File: src/pkg/quad_uart_pkg.sv
// constants, field positions and state types for the quad uart pin and ready logic
// Behaviour
// writing one to modem control bit 1 drives that channel's rts_n low
// after reset every channel's rts_n sits high
// rts_n follows receive state only when enhanced feature bit 6 enables auto rts
// rw high reads, rw low writes the register picked by chip select and address
// serial transmit pin rests high in reset, idle and while transmitter disabled
// loop-back ignores receive pin and feeds transmit data into own receiver
// loop-back holds the external transmit pin high; data stays internal
// receive ready summary goes low when any channel holds a received character
// receive ready summary returns high once no received character remains
// transmit ready summary goes low while any channel has a free transmit slot
// transmit ready summary goes high only when every transmit queue is full
// host reads each channel's status registers to find which channel needs service
// address lines 4 and 3 pick channel a, b, c or d under chip select
// reset clears registers and outputs, disabling transmit and receive paths
package quad_uart_pkg;
   localparam int CHANNELS = 4;
   localparam int DATA_W = 8;
   localparam int ADDR_W = 5;
   localparam int FIFO_DEPTH = 32;
   localparam int BIT_CYCLES = 16;
   localparam int FRAME_BITS = 10;
   // ----------------------------------------
   // register offsets within a channel
   // ----------------------------------------
   localparam logic [2:0] OFF_DATA = 3'h0;
   localparam logic [2:0] OFF_FEATURE = 3'h2;
   localparam logic [2:0] OFF_MODEM_CTRL = 3'h4;
   localparam logic [2:0] OFF_LINE_STATUS = 3'h5;
   // ----------------------------------------
   // field positions and reset values
   // ----------------------------------------
   localparam int MODEM_CTRL_RTS_BIT = 1;
   localparam int MODEM_CTRL_LOOP_BIT = 4;
   localparam int FEATURE_AUTO_RTS_BIT = 6;
   localparam int LSR_RX_FULL_BIT = 0;
   localparam int LSR_TX_ROOM_BIT = 5;
   localparam int LSR_TX_IDLE_BIT = 6;
   localparam logic [7:0] MODEM_CTRL_RESET = 8'h00;
   localparam logic [7:0] FEATURE_RESET = 8'h00;
   localparam logic [7:0] DATA_RESET = 8'h00;
   typedef enum {TX_IDLE, TX_SHIFT} tx_state_t;
   typedef enum {RX_IDLE, RX_SHIFT} rx_state_t;
endpackage : quad_uart_pkg

File: src/pkg/byte_queue_if.sv
// valid/ready carrier between a producer, a queue and its consumer
`timescale 1ns/1ps
interface byte_queue_if #(parameter int W = 8);
   logic in_valid;
   logic in_ready;
   logic [W-1:0] in_data;
   logic out_valid;
   logic out_ready;
   logic [W-1:0] out_data;
   modport producer (output in_valid, output in_data, input in_ready);
   modport store (input in_valid, input in_data, output in_ready,
                  output out_valid, output out_data, input out_ready);
   modport consumer (input out_valid, input out_data, output out_ready);
endinterface : byte_queue_if

File: src/logic/byte_queue.sv
// synchronous queue with parameter width and depth, valid/ready on both sides
`timescale 1ns/1ps
module byte_queue #(
   parameter int W = 8,
   parameter int DEPTH = 32
) (
   input wire logic sys_clk,
   input wire logic reset_n,
   byte_queue_if.store q
);
   localparam int PW = $clog2(DEPTH);
   if (DEPTH < 2 || (1 << PW) != DEPTH) begin : g_bad_depth
      $error("byte_queue depth must be a power of two, at least 2");
   end
   logic [W-1:0] mem [DEPTH];
   logic [PW-1:0] wr_ptr_reg;
   logic [PW-1:0] rd_ptr_reg;
   logic [PW:0] count_reg;
   logic push;
   logic pop;
   logic [W-1:0] head_reg;
   logic [PW-1:0] rd_ptr_next;
   assign q.in_ready = (count_reg != (PW+1)'(DEPTH));
   assign q.out_valid = (count_reg != '0);
   assign q.out_data = head_reg;
   assign push = q.in_valid && q.in_ready;
   assign pop = q.out_valid && q.out_ready;
   assign rd_ptr_next = pop ? rd_ptr_reg + 1'b1 : rd_ptr_reg;
   always_ff @(posedge sys_clk) begin
      if (push) begin
         mem[wr_ptr_reg] <= q.in_data;
      end
      // a byte landing in the head slot bypasses the memory, so the head is never stale
      if (push && wr_ptr_reg == rd_ptr_next) begin
         head_reg <= q.in_data;
      end else begin
         head_reg <= mem[rd_ptr_next];
      end
   end
   always_ff @(posedge sys_clk or negedge reset_n) begin
      if (!reset_n) begin
         wr_ptr_reg <= '0;
         rd_ptr_reg <= '0;
         count_reg <= '0;
      end else begin
         if (push) begin
            wr_ptr_reg <= wr_ptr_reg + 1'b1;
         end
         if (pop) begin
            rd_ptr_reg <= rd_ptr_reg + 1'b1;
         end
         // simultaneous push and pop leaves the level unchanged
         if (push && !pop) begin
            count_reg <= count_reg + 1'b1;
         end else if (pop && !push) begin
            count_reg <= count_reg - 1'b1;
         end
      end
   end
endmodule : byte_queue

File: src/logic/quad_uart_pin_ready.sv
// four-channel uart pin, strobe decode and summary ready logic
`timescale 1ns/1ps
module quad_uart_pin_ready #(
   parameter int BIT_LEN = quad_uart_pkg::BIT_CYCLES,
   parameter int TX_DEPTH = quad_uart_pkg::FIFO_DEPTH
) (
   input wire logic sys_clk,
   input wire logic reset_n,
   input wire logic cs_n,
   input wire logic rw,
   input wire logic [quad_uart_pkg::ADDR_W-1:0] register_channel_address_lines,
   input wire logic [quad_uart_pkg::DATA_W-1:0] data_in,
   output logic [quad_uart_pkg::DATA_W-1:0] data_out,
   output logic data_oe,
   input wire logic [quad_uart_pkg::CHANNELS-1:0] rx_pin,
   output logic [quad_uart_pkg::CHANNELS-1:0] tx_pin,
   output logic [quad_uart_pkg::CHANNELS-1:0] rts_n,
   output logic receive_ready_summary_n,
   output logic transmit_ready_summary_n
);
   import quad_uart_pkg::*;

   if (BIT_LEN < 4 || BIT_LEN > 65535) begin : g_bad_bit_len
      $error("bit length must lie between 4 and 65535 cycles");
   end
   localparam logic [15:0] BIT_LAST = 16'(BIT_LEN - 1);
   localparam logic [15:0] BIT_HALF = 16'(BIT_LEN / 2);

   // ----------------------------------------
   // bus strobe decode
   // ----------------------------------------
   logic cs_n_reg;
   logic access;
   logic [1:0] chan_sel;
   logic [2:0] reg_sel;
   // one access per chip select assertion; a held strobe is not repeated
   assign access = !cs_n && cs_n_reg;
   // channel from top lines
   assign chan_sel = register_channel_address_lines[4:3];
   assign reg_sel = register_channel_address_lines[2:0];

   always_ff @(posedge sys_clk or negedge reset_n) begin
      if (!reset_n) begin
         cs_n_reg <= 1'b1;
      end else begin
         cs_n_reg <= cs_n;
      end
   end

   logic [CHANNELS-1:0][7:0] modem_ctrl_reg;
   logic [CHANNELS-1:0][7:0] feature_reg;
   logic [CHANNELS-1:0][7:0] rx_hold_reg;
   logic [CHANNELS-1:0] rx_full_reg;
   logic [CHANNELS-1:0] tx_room;
   logic [CHANNELS-1:0] tx_busy;
   logic [CHANNELS-1:0] tx_serial;

   // ----------------------------------------
   // per channel queue, transmitter and receiver
   // ----------------------------------------
   for (genvar c = 0; c < CHANNELS; c++) begin : g_ch
      byte_queue_if #(.W(DATA_W)) tx_q ();
      tx_state_t tx_state_reg;
      rx_state_t rx_state_reg;
      logic [FRAME_BITS-1:0] tx_shift_reg;
      logic [3:0] tx_bits_reg;
      logic [15:0] tx_cnt_reg;
      logic [3:0] rx_bits_reg;
      logic [15:0] rx_cnt_reg;
      logic [7:0] rx_data_reg;
      logic sel;
      logic loop;
      logic rx_line;
      logic rx_done;
      logic rx_pop;

      assign sel = access && (chan_sel == 2'(c));
      assign loop = modem_ctrl_reg[c][MODEM_CTRL_LOOP_BIT];
      // internal loop path
      assign rx_line = loop ? tx_serial[c] : rx_pin[c];
      assign rx_done = (rx_state_reg == RX_SHIFT) && (rx_cnt_reg == '0)
                       && (rx_bits_reg == 4'(FRAME_BITS - 1)) && rx_line;
      assign rx_pop = sel && rw && (reg_sel == OFF_DATA);
      // low strobe writes data
      assign tx_q.in_valid = sel && !rw && (reg_sel == OFF_DATA);
      assign tx_q.in_data = data_in;
      assign tx_q.out_ready = (tx_state_reg == TX_IDLE);
      assign tx_room[c] = tx_q.in_ready;
      assign tx_busy[c] = (tx_state_reg == TX_SHIFT);
      assign tx_serial[c] = tx_busy[c] ? tx_shift_reg[0] : 1'b1;

      byte_queue #(.W(DATA_W), .DEPTH(TX_DEPTH)) u_tx_queue (
         .sys_clk(sys_clk),
         .reset_n(reset_n),
         .q(tx_q)
      );

      // low strobe writes control
      always_ff @(posedge sys_clk or negedge reset_n) begin
         if (!reset_n) begin
            modem_ctrl_reg[c] <= MODEM_CTRL_RESET;
            feature_reg[c] <= FEATURE_RESET;
         end else if (sel && !rw) begin
            if (reg_sel == OFF_MODEM_CTRL) begin
               modem_ctrl_reg[c] <= data_in;
            end
            if (reg_sel == OFF_FEATURE) begin
               feature_reg[c] <= data_in;
            end
         end
      end

      always_ff @(posedge sys_clk or negedge reset_n) begin
         if (!reset_n) begin
            tx_state_reg <= TX_IDLE;
            tx_shift_reg <= '1;
            tx_bits_reg <= '0;
            tx_cnt_reg <= '0;
         end else begin
            unique case (tx_state_reg)
               TX_IDLE: begin
                  if (tx_q.out_valid) begin
                     tx_state_reg <= TX_SHIFT;
                     tx_shift_reg <= {1'b1, tx_q.out_data, 1'b0};
                     tx_bits_reg <= '0;
                     tx_cnt_reg <= BIT_LAST;
                  end
               end
               TX_SHIFT: begin
                  if (tx_cnt_reg != '0) begin
                     tx_cnt_reg <= tx_cnt_reg - 1'b1;
                  end else if (tx_bits_reg == 4'(FRAME_BITS - 1)) begin
                     tx_state_reg <= TX_IDLE;
                  end else begin
                     tx_cnt_reg <= BIT_LAST;
                     tx_bits_reg <= tx_bits_reg + 1'b1;
                     tx_shift_reg <= {1'b1, tx_shift_reg[FRAME_BITS-1:1]};
                  end
               end
            endcase
         end
      end

      // receiver samples each bit at its middle; a bad start bit is dropped
      always_ff @(posedge sys_clk or negedge reset_n) begin
         if (!reset_n) begin
            rx_state_reg <= RX_IDLE;
            rx_bits_reg <= '0;
            rx_cnt_reg <= '0;
            rx_data_reg <= DATA_RESET;
         end else begin
            unique case (rx_state_reg)
               RX_IDLE: begin
                  if (!rx_line) begin
                     rx_state_reg <= RX_SHIFT;
                     rx_bits_reg <= '0;
                     rx_cnt_reg <= BIT_HALF;
                  end
               end
               RX_SHIFT: begin
                  if (rx_cnt_reg != '0) begin
                     rx_cnt_reg <= rx_cnt_reg - 1'b1;
                  end else begin
                     rx_cnt_reg <= BIT_LAST;
                     rx_bits_reg <= rx_bits_reg + 1'b1;
                     if ((rx_bits_reg == '0 && rx_line)
                         || rx_bits_reg == 4'(FRAME_BITS - 1)) begin
                        rx_state_reg <= RX_IDLE;
                     end else if (rx_bits_reg != '0) begin
                        rx_data_reg <= {rx_line, rx_data_reg[7:1]};
                     end
                  end
               end
            endcase
         end
      end

      // a new character wins over a read in the same cycle
      always_ff @(posedge sys_clk or negedge reset_n) begin
         if (!reset_n) begin
            rx_full_reg[c] <= 1'b0;
            rx_hold_reg[c] <= DATA_RESET;
         end else if (rx_done) begin
            rx_full_reg[c] <= 1'b1;
            rx_hold_reg[c] <= rx_data_reg;
         end else if (rx_pop) begin
            rx_full_reg[c] <= 1'b0;
         end
      end

      always_ff @(posedge sys_clk or negedge reset_n) begin
         if (!reset_n) begin
            // rts high after reset
            rts_n[c] <= 1'b1;
            // transmit pin idle in reset
            tx_pin[c] <= 1'b1;
         end else begin
            // auto rts gating
            if (feature_reg[c][FEATURE_AUTO_RTS_BIT]) begin
               rts_n[c] <= !(modem_ctrl_reg[c][MODEM_CTRL_RTS_BIT] && !rx_full_reg[c]);
            end else begin
               // software rts drive
               rts_n[c] <= !modem_ctrl_reg[c][MODEM_CTRL_RTS_BIT];
            end
            // idle and loop-back high
            tx_pin[c] <= loop ? 1'b1 : tx_serial[c];
         end
      end

   end

   // ----------------------------------------
   // read data and summary outputs
   // ----------------------------------------
   logic [7:0] read_mux;
   always_comb begin
      read_mux = DATA_RESET;
      unique case (reg_sel)
         OFF_DATA: read_mux = rx_hold_reg[chan_sel];
         OFF_FEATURE: read_mux = feature_reg[chan_sel];
         OFF_MODEM_CTRL: read_mux = modem_ctrl_reg[chan_sel];
         OFF_LINE_STATUS: begin
            read_mux[LSR_RX_FULL_BIT] = rx_full_reg[chan_sel];
            read_mux[LSR_TX_ROOM_BIT] = tx_room[chan_sel];
            read_mux[LSR_TX_IDLE_BIT] = !tx_busy[chan_sel];
         end
         default: read_mux = DATA_RESET;
      endcase
   end

   always_ff @(posedge sys_clk or negedge reset_n) begin
      if (!reset_n) begin
         data_out <= DATA_RESET;
         data_oe <= 1'b0;
      end else begin
         // high strobe reads
         data_oe <= !cs_n && rw;
         if (access && rw) begin
            data_out <= read_mux;
         end
      end
   end

   always_ff @(posedge sys_clk or negedge reset_n) begin
      if (!reset_n) begin
         receive_ready_summary_n <= 1'b1;
         transmit_ready_summary_n <= 1'b1;
      end else begin
         // receive wire-or
         receive_ready_summary_n <= !(|rx_full_reg);
         // transmit wire-or
         transmit_ready_summary_n <= !(|tx_room);
      end
   end
endmodule : quad_uart_pin_ready

File: config.mk
export PLATFORM = sky130hd
export DESIGN_NAME = quad_uart_pin_ready
export DESIGN_NICKNAME = d
export VERILOG_FILES = /design/src/pkg/quad_uart_pkg.sv /design/src/pkg/byte_queue_if.sv /design/src/logic/byte_queue.sv /design/src/logic/quad_uart_pin_ready.sv
export SDC_FILE = /design/constraint.sdc
export NUM_CORES = 2
export LEC_CHECK = 0
export BUFFER_PORTS_ARGS = -buffer_cell sky130_fd_sc_hd__buf_2
export CAP_MARGIN = 20
export CORE_MARGIN = 2
export CORE_UTILIZATION = 55
export CTS_CLUSTER_SIZE = 10
export DETAILED_ROUTE_END_ITERATION = 10
export PLACE_DENSITY = 0.77
export SLEW_MARGIN = 10
export SYNTH_ARGS = -nofsm -noshare
export SYNTH_HDL_FRONTEND = slang
export SYNTH_SLANG_ARGS = --single-unit
File: constraint.sdc
create_clock -name sys_clk -period 4.7 [get_ports sys_clk]
set_input_delay 0.47 -clock sys_clk [delete_from_list [all_inputs] [get_ports sys_clk]]
set_output_delay 0.47 -clock sys_clk [all_outputs]
set_load 0.01 [all_outputs]
# Word level (Yosys, flattened, before mapping)
# Memories as Yosys holds them, arrays and structs flattened. A register that Yosys moved wholly into a read port is not among the register bits.
# Cells that the tools add are included.
# W data, S select, Z words.
[word_totals]
reg_bits = 672
latch_bits = 0
ramBits = 1024
romBits = 0
inputBits = 21
word_cells = 516
memories = 4
[mem_list]
columns = ["memory", "depth", "width", "rd", "rd_clocked_by_memory_dff", "write_ports", "line", "text"]
rows = [
  ["g_ch[0].u_tx_queue.mem", 32, 8, 1, 1, 1, "byte_queue.sv:15", "logic [W-1:0] mem [DEPTH];"],
  ["g_ch[1].u_tx_queue.mem", 32, 8, 1, 1, 1, "byte_queue.sv:15", ""],
  ["g_ch[2].u_tx_queue.mem", 32, 8, 1, 1, 1, "byte_queue.sv:15", ""],
  ["g_ch[3].u_tx_queue.mem", 32, 8, 1, 1, 1, "byte_queue.sv:15", ""],
]
[classes]
add_sub_neg = 32
mul = 0
div_mod_pow = 0
magnitude_cmp = 1
n_eq_ne = 66
n_shift = 0
n_mux = 164
bitwise_logic = 8
n_reduce_logical = 168
[op_table]
columns = ["op", "n"]
rows = [
  ["$mux W32", 24],
  ["$pmux W32 S2", 8],
  ["$logic_not A32 Y1", 12],
  ["$mux W16", 20],
  ["$eq A32 B1 Y1 const B", 8],
  ["$eq A32 B2 Y1 const B", 8],
  ["$pmux W16 S2", 8],
  ["$reduce_bool A16 Y1", 8],
  ["$sub A16 B1 Y16 const B", 8],
  ["$mux W10", 12],
  ["$mux W4", 20],
  ["$pmux W10 S2", 4],
  ["$logic_not A16 Y1", 4],
  ["$pmux W4 S2", 8],
  ["$logic_and A1 B1 Y1", 59],
  ["$bmux W8 S2", 3],
  ["$mux W6", 8],
  ["$ne A2 B2 Y1 const B", 24],
  ["$add A5 B1 Y5 const B", 8],
  ["$reduce_and A3 Y1", 12],
  ["$mux W1", 35],
  ["$add A4 B1 Y4 const B", 8],
  ["$eq A4 B4 Y1 const B", 8],
  ["$reduce_and A2 Y1", 16],
  ["other kinds (28)", 106],
]

# Logic depth before layout (Yosys ltp)
[logic_depth]
depth_word = 10
ltp_mapped = 13
mapped_depth_nobuf = 12

# By module
# From an unflattened synthesis, not the netlist that was laid out.
[hier_totals]
cells_unflattened = 4053
area_unflattened_um2 = 62035.7
[modules_own_cells]
columns = ["mod", "n_inst", "cells_per_inst", "area_each_um2"]
rows = [
  ["byte_queue", 4, 604, 11083.1],
  ["quad_uart_pin_ready", 1, 1637, 17703.2],
]

# Least setup slack after synthesis
# OpenSTA, ideal clock, no wires.
[synth_path]
path_kind = "in2reg"
startpoint = "in register_channel_address_lines[0] (netlist name)"
endpoint = "reg g_ch[3].u_tx_queue.count_reg[5]"
arrival_ns = 3.340
required_time_ns = 4.553
slack_ns = 1.213
stages = 12
n_path_buf = 2
path_cell_list = "clkbuf_1 or3_1 clkbuf_1 nor3_1 ha_1 inv_1 ha_1 a21oi_1 a21boi_0 o21a_1 o2111ai_1 o311ai_0"
[synth_via]
elab_chain_len = 6
word_cells_on_any_way = 8
classes_between = "mux: 1; reduce/logical: 7"
[synth_rtl]
columns = ["item", "line", "text"]
rows = [
  ["start, declared", "quad_uart_pin_ready.sv:11", "input wire logic [quad_uart_pkg::ADDR_W-1:0] register_channel_address_lines,"],
  ["$logic_not A3 Y1 (*)", "quad_uart_pin_ready.sv:85", "assign tx_q.in_valid = sel && !rw && (reg_sel == OFF_DATA);"],
  ["$logic_and A1 B1 Y1 (*)", "quad_uart_pin_ready.sv:85", ""],
  ["$logic_and A1 B1 Y1 (*)", "byte_queue.sv:26", "assign push = q.in_valid && q.in_ready;"],
  ["net g_ch[3].u_tx_queue.push", "byte_queue.sv:19", "logic push;"],
  ["$logic_not A1 Y1", "byte_queue.sv:55", "end else if (pop && !push) begin"],
  ["$logic_and A1 B1 Y1", "byte_queue.sv:55", ""],
  ["$reduce_bool A2 Y1 (no source line)", "--", ""],
  ["end signal, assigned", "byte_queue.sv:54", "count_reg <= count_reg + 1'b1;"],
  ["end signal, assigned", "byte_queue.sv:56", "count_reg <= count_reg - 1'b1;"],
  ["end, declared", "byte_queue.sv:18", "logic [PW:0] count_reg;"],
]
# The timed path passes the listed nets; every way through them passes the cells marked *.
# A chain may end at the register's enable or synchronous reset.

# Worst setup path in the final report
[layout_path]
startpoint = "reg g_ch[1].u_tx_queue.count_reg[0]"
endpoint = "reg g_ch[1].u_tx_queue.count_reg[5]"
[layout_via]
elab_chain_len = 5
word_cells_on_any_way = 13
classes_between = "add/sub: 2; eq/ne: 1; mux: 2; reduce/logical: 8"
[layout_rtl]
columns = ["item", "line"]
rows = [
  ["start, declared", "byte_queue.sv:18"],
  ["start signal, assigned", "byte_queue.sv:54"],
  ["start signal, assigned", "byte_queue.sv:56"],
  ["branches (longest 5 deep; another with $sub A6 B1 Y6)", "--"],
]
# Several ways; the timed one is not identified. The select of a mux whose other input is x is not followed.

==> results_dict.tcl <==
set metrics [dict create \
    rsz0062_at_grt "false" \
    leakagePower_nw 24.42 \
    setup.worst_path.start "g_ch[1].u_tx_queue.count_reg[0]" \
    hp-class "in -> reg" \
    synthCells 3839 \
    peakVddDrop_mv 0.3299 \
    largest_register_ffs 1024 \
    synth-seq-cells 1464 \
    cts_sinks 1464 \
    multiInputGateArea_um2 18360 \
    drc_errors 0 \
    final_util_pct 61.58 \
    die_h_um 337.4 \
    cts_setup_buffers 0 \
    die_w_um 337.4 \
    async_flop_share_pct 28.69 \
    dr.pass1.iters 6 \
    finClkSkew_ps 33.71 \
    fin_crit_sh_pct 79.08 \
    hold_buffers 3 \
    fin_crit_ps 3717 \
    syn2layout_area_growth_pct 11.33 \
    dieArea_um2 113800 \
    grt_pass1_vias 34701 \
    status "finished clean" \
    synth_flop_cell "edfxtp_1" \
    n_fill_cell 7761 \
    tns_ps 0 \
    post_synth_num_cell_types 86 \
    yosys_warnings 0 \
    synthesis.area_um2 61130 \
    tightest_slew_ps 1065 \
    port_buffers 39 \
    clock_latency_ps 770 \
    cp_max_fo 12 \
    grt.total_usage_pct 23.62 \
    maxSlewViolCount 0 \
    regArea_um2 41740 \
    cts_resized 0 \
    drtAntennaViolNets 0 \
    clk_pin_slew_ps 60 \
    syn_nets 3941 \
    fp-row-count 122 \
    finalPower_w 0.02783 \
    min_from "data_in[6]" \
    syn_area_per_cell_um2 15.92 \
    maxCapViolCount 0 \
    htree_levels 4 \
    powerDensity_nw_per_um2 408.9 \
    grt_pass1_wl_um 206200 \
    coreArea_um2 110500 \
    setup_viol 0 \
    reg2reg_depth 11 \
    start_kind "register" \
    tritoncts "yes" \
    hpwl_um 79210 \
    critPathCaptureType "register" \
    relSlewSlack_pct 28.92 \
    routed_via_density 6.260 \
    clk_path_buf_depth 3 \
    io_pins 40 \
    arrival_ps 4400 \
    yosysSeqAreaShare_pct 68.25 \
    fmax_mhz 269.1 \
    hold_viol 0 \
    overflow 0 \
    vias 34679 \
    grt_antenna_before_repair 1 \
    hold_end "g_ch[2].u_tx_queue.mem[12][6]" \
    wl_per_cell_um 24.02 \
    grt_max_degree 115 \
    drive_gt1_share_pct 19.74 \
    ff2ff_setup_slack_ps 980 \
    worst-setup-path-type "reg -> reg" \
    first_iter_violations 3795 \
    initial_core_util_pct 55.31 \
    cts_made_buffers 167 \
    cp_data_required_time_ps 5380 \
    rr_endpoint "g_ch[1].u_tx_queue.count_reg[5]" \
    synth_edf_count 1024 \
    final_nets 4035 \
    cts_root_buf "clkbuf_16" \
    num_antenna_cells 0 \
    gp_congestion 0.8590 \
    worst_slack_ps 983.4 \
    pre_cts_slack_ps 867.1 \
    hold_depth 1 \
    r2r-start "g_ch[1].u_tx_queue.count_reg[0]" \
    wirelength_um 133100 \
]
-- cell usage after synthesis, drive strengths merged, types with 33 or more instances --
cell type	n	area, µm²
edfxtp	1024	30750
dfrtp	373	9334
mux4	277	6238
nor2	249	934.7
nand2	231	867.1
o21ai	150	750.7
mux2	142	1629
clkbuf	131	491.7
inv	101	379.1
a21oi	94	470.5
ha	77	963.4
a22oi	76	570.6
nand3	75	380.4
nor3	73	376.6
mux2i	65	650.6
xnor2	49	429.2
dfstp	47	1235
buf	44	188.9
nor4	44	302.8
a22o	38	334.1
o22ai	33	206.5
-- kinds of logic (layout without fill, tap and decap cells) --
| logic type | after synthesis | count (layout) | share of synthesized area (%) |
|---|---|---|---|
| AO/OA/AOI/OAI | 572 | 572 | 6.198 |
| XOR/XNOR | 66 | 66 | 0.9456 |
| adder cells (fa/ha/maj) | 81 | 81 | 1.707 |
| buffers and inverters | 278 | 491 | 1.746 |
| flip-flops | 1464 | 1464 | 68.25 |
| multiplexers | 484 | 484 | 13.93 |
| AND/OR/NAND/NOR | 894 | 894 | 7.223 |
-- worst max-delay path by stage --
stage	end	cells after the start	slack (ps)
after floorplan	g_ch[3].u_tx_queue.count_reg[5]	12	1210
after global placement	g_ch[0].u_tx_queue.count_reg[5]	11	980
after detailed placement	g_ch[0].u_tx_queue.count_reg[5]	11	870
after CTS	g_ch[1].u_tx_queue.count_reg[5]	11	1020
after global routing	g_ch[3].u_tx_queue.count_reg[5]	12	640
final	g_ch[1].u_tx_queue.count_reg[5]	11	980
-- routing by layer --
layer	up-vias	part of all wire, %	global-route usage, %
met3	228	7.5	4.176
met4	2	2.4	7.083
met2	1399	49	37.97
li1	15207	-	-
met5	-	0.014	0
met1	17843	42	33.38
-- worst max-delay path, stage by stage, from the launching register on --
cell and delay (ps):
dfrtp_1 440, or4_1 710, o31a_1 430, inv_1 350, ha_1 330, inv_1 160
ha_1 310, a21o_1 110, a21oi_1 90, or4_1 470, nand3_1 110, xnor2_1 120
-- report_power, final --
group          internal (W)  switching, W  leakage, nW
Clock               0.00677       0.00503         2.33
Combinational      0.000583      0.000867         7.49
Sequential           0.0142      0.000378         14.6
-- area by class of cell --
cell class	instances	area share, %
clock inverter	19	0.3971
inverter	103	0.5681
tap	1488	2.736
multi-input combinational	2097	26.97
timing repair buffer	100	1.217
clock buffer	269	6.780
sequential	1464	61.33
-- through the flow --
stage | hold slack [ps] | instances | cell area (µm²)
final | 127.8 | 5540 | 68060
after global routing | 114.0 | 5540 | 68060
after CTS | 147.0 | 5533 | 67930
after detailed placement | 414.8 | 5242 | 63010
after global placement | 414.8 | 5241 | 63010
after floorplan | 174.4 | 3839 | 61130
-- cells in the final DEF (no fill, tap or decap), drive strengths merged, types with 33 or more instances in the layout --
master,instances
mux2i,65
mux2,142
nor4,44
nand3,75
inv,108
nand2,231
clkbuf,269
a21oi,94
mux4,277
o21ai,150
dfrtp,373
buf,97
ha,77
a22oi,76
xnor2,49
nor3,73
nor2,249
dfstp,47
a22o,38
edfxtp,1024
o22ai,33
No activity file was read; power rests on OpenSTA's default activity.
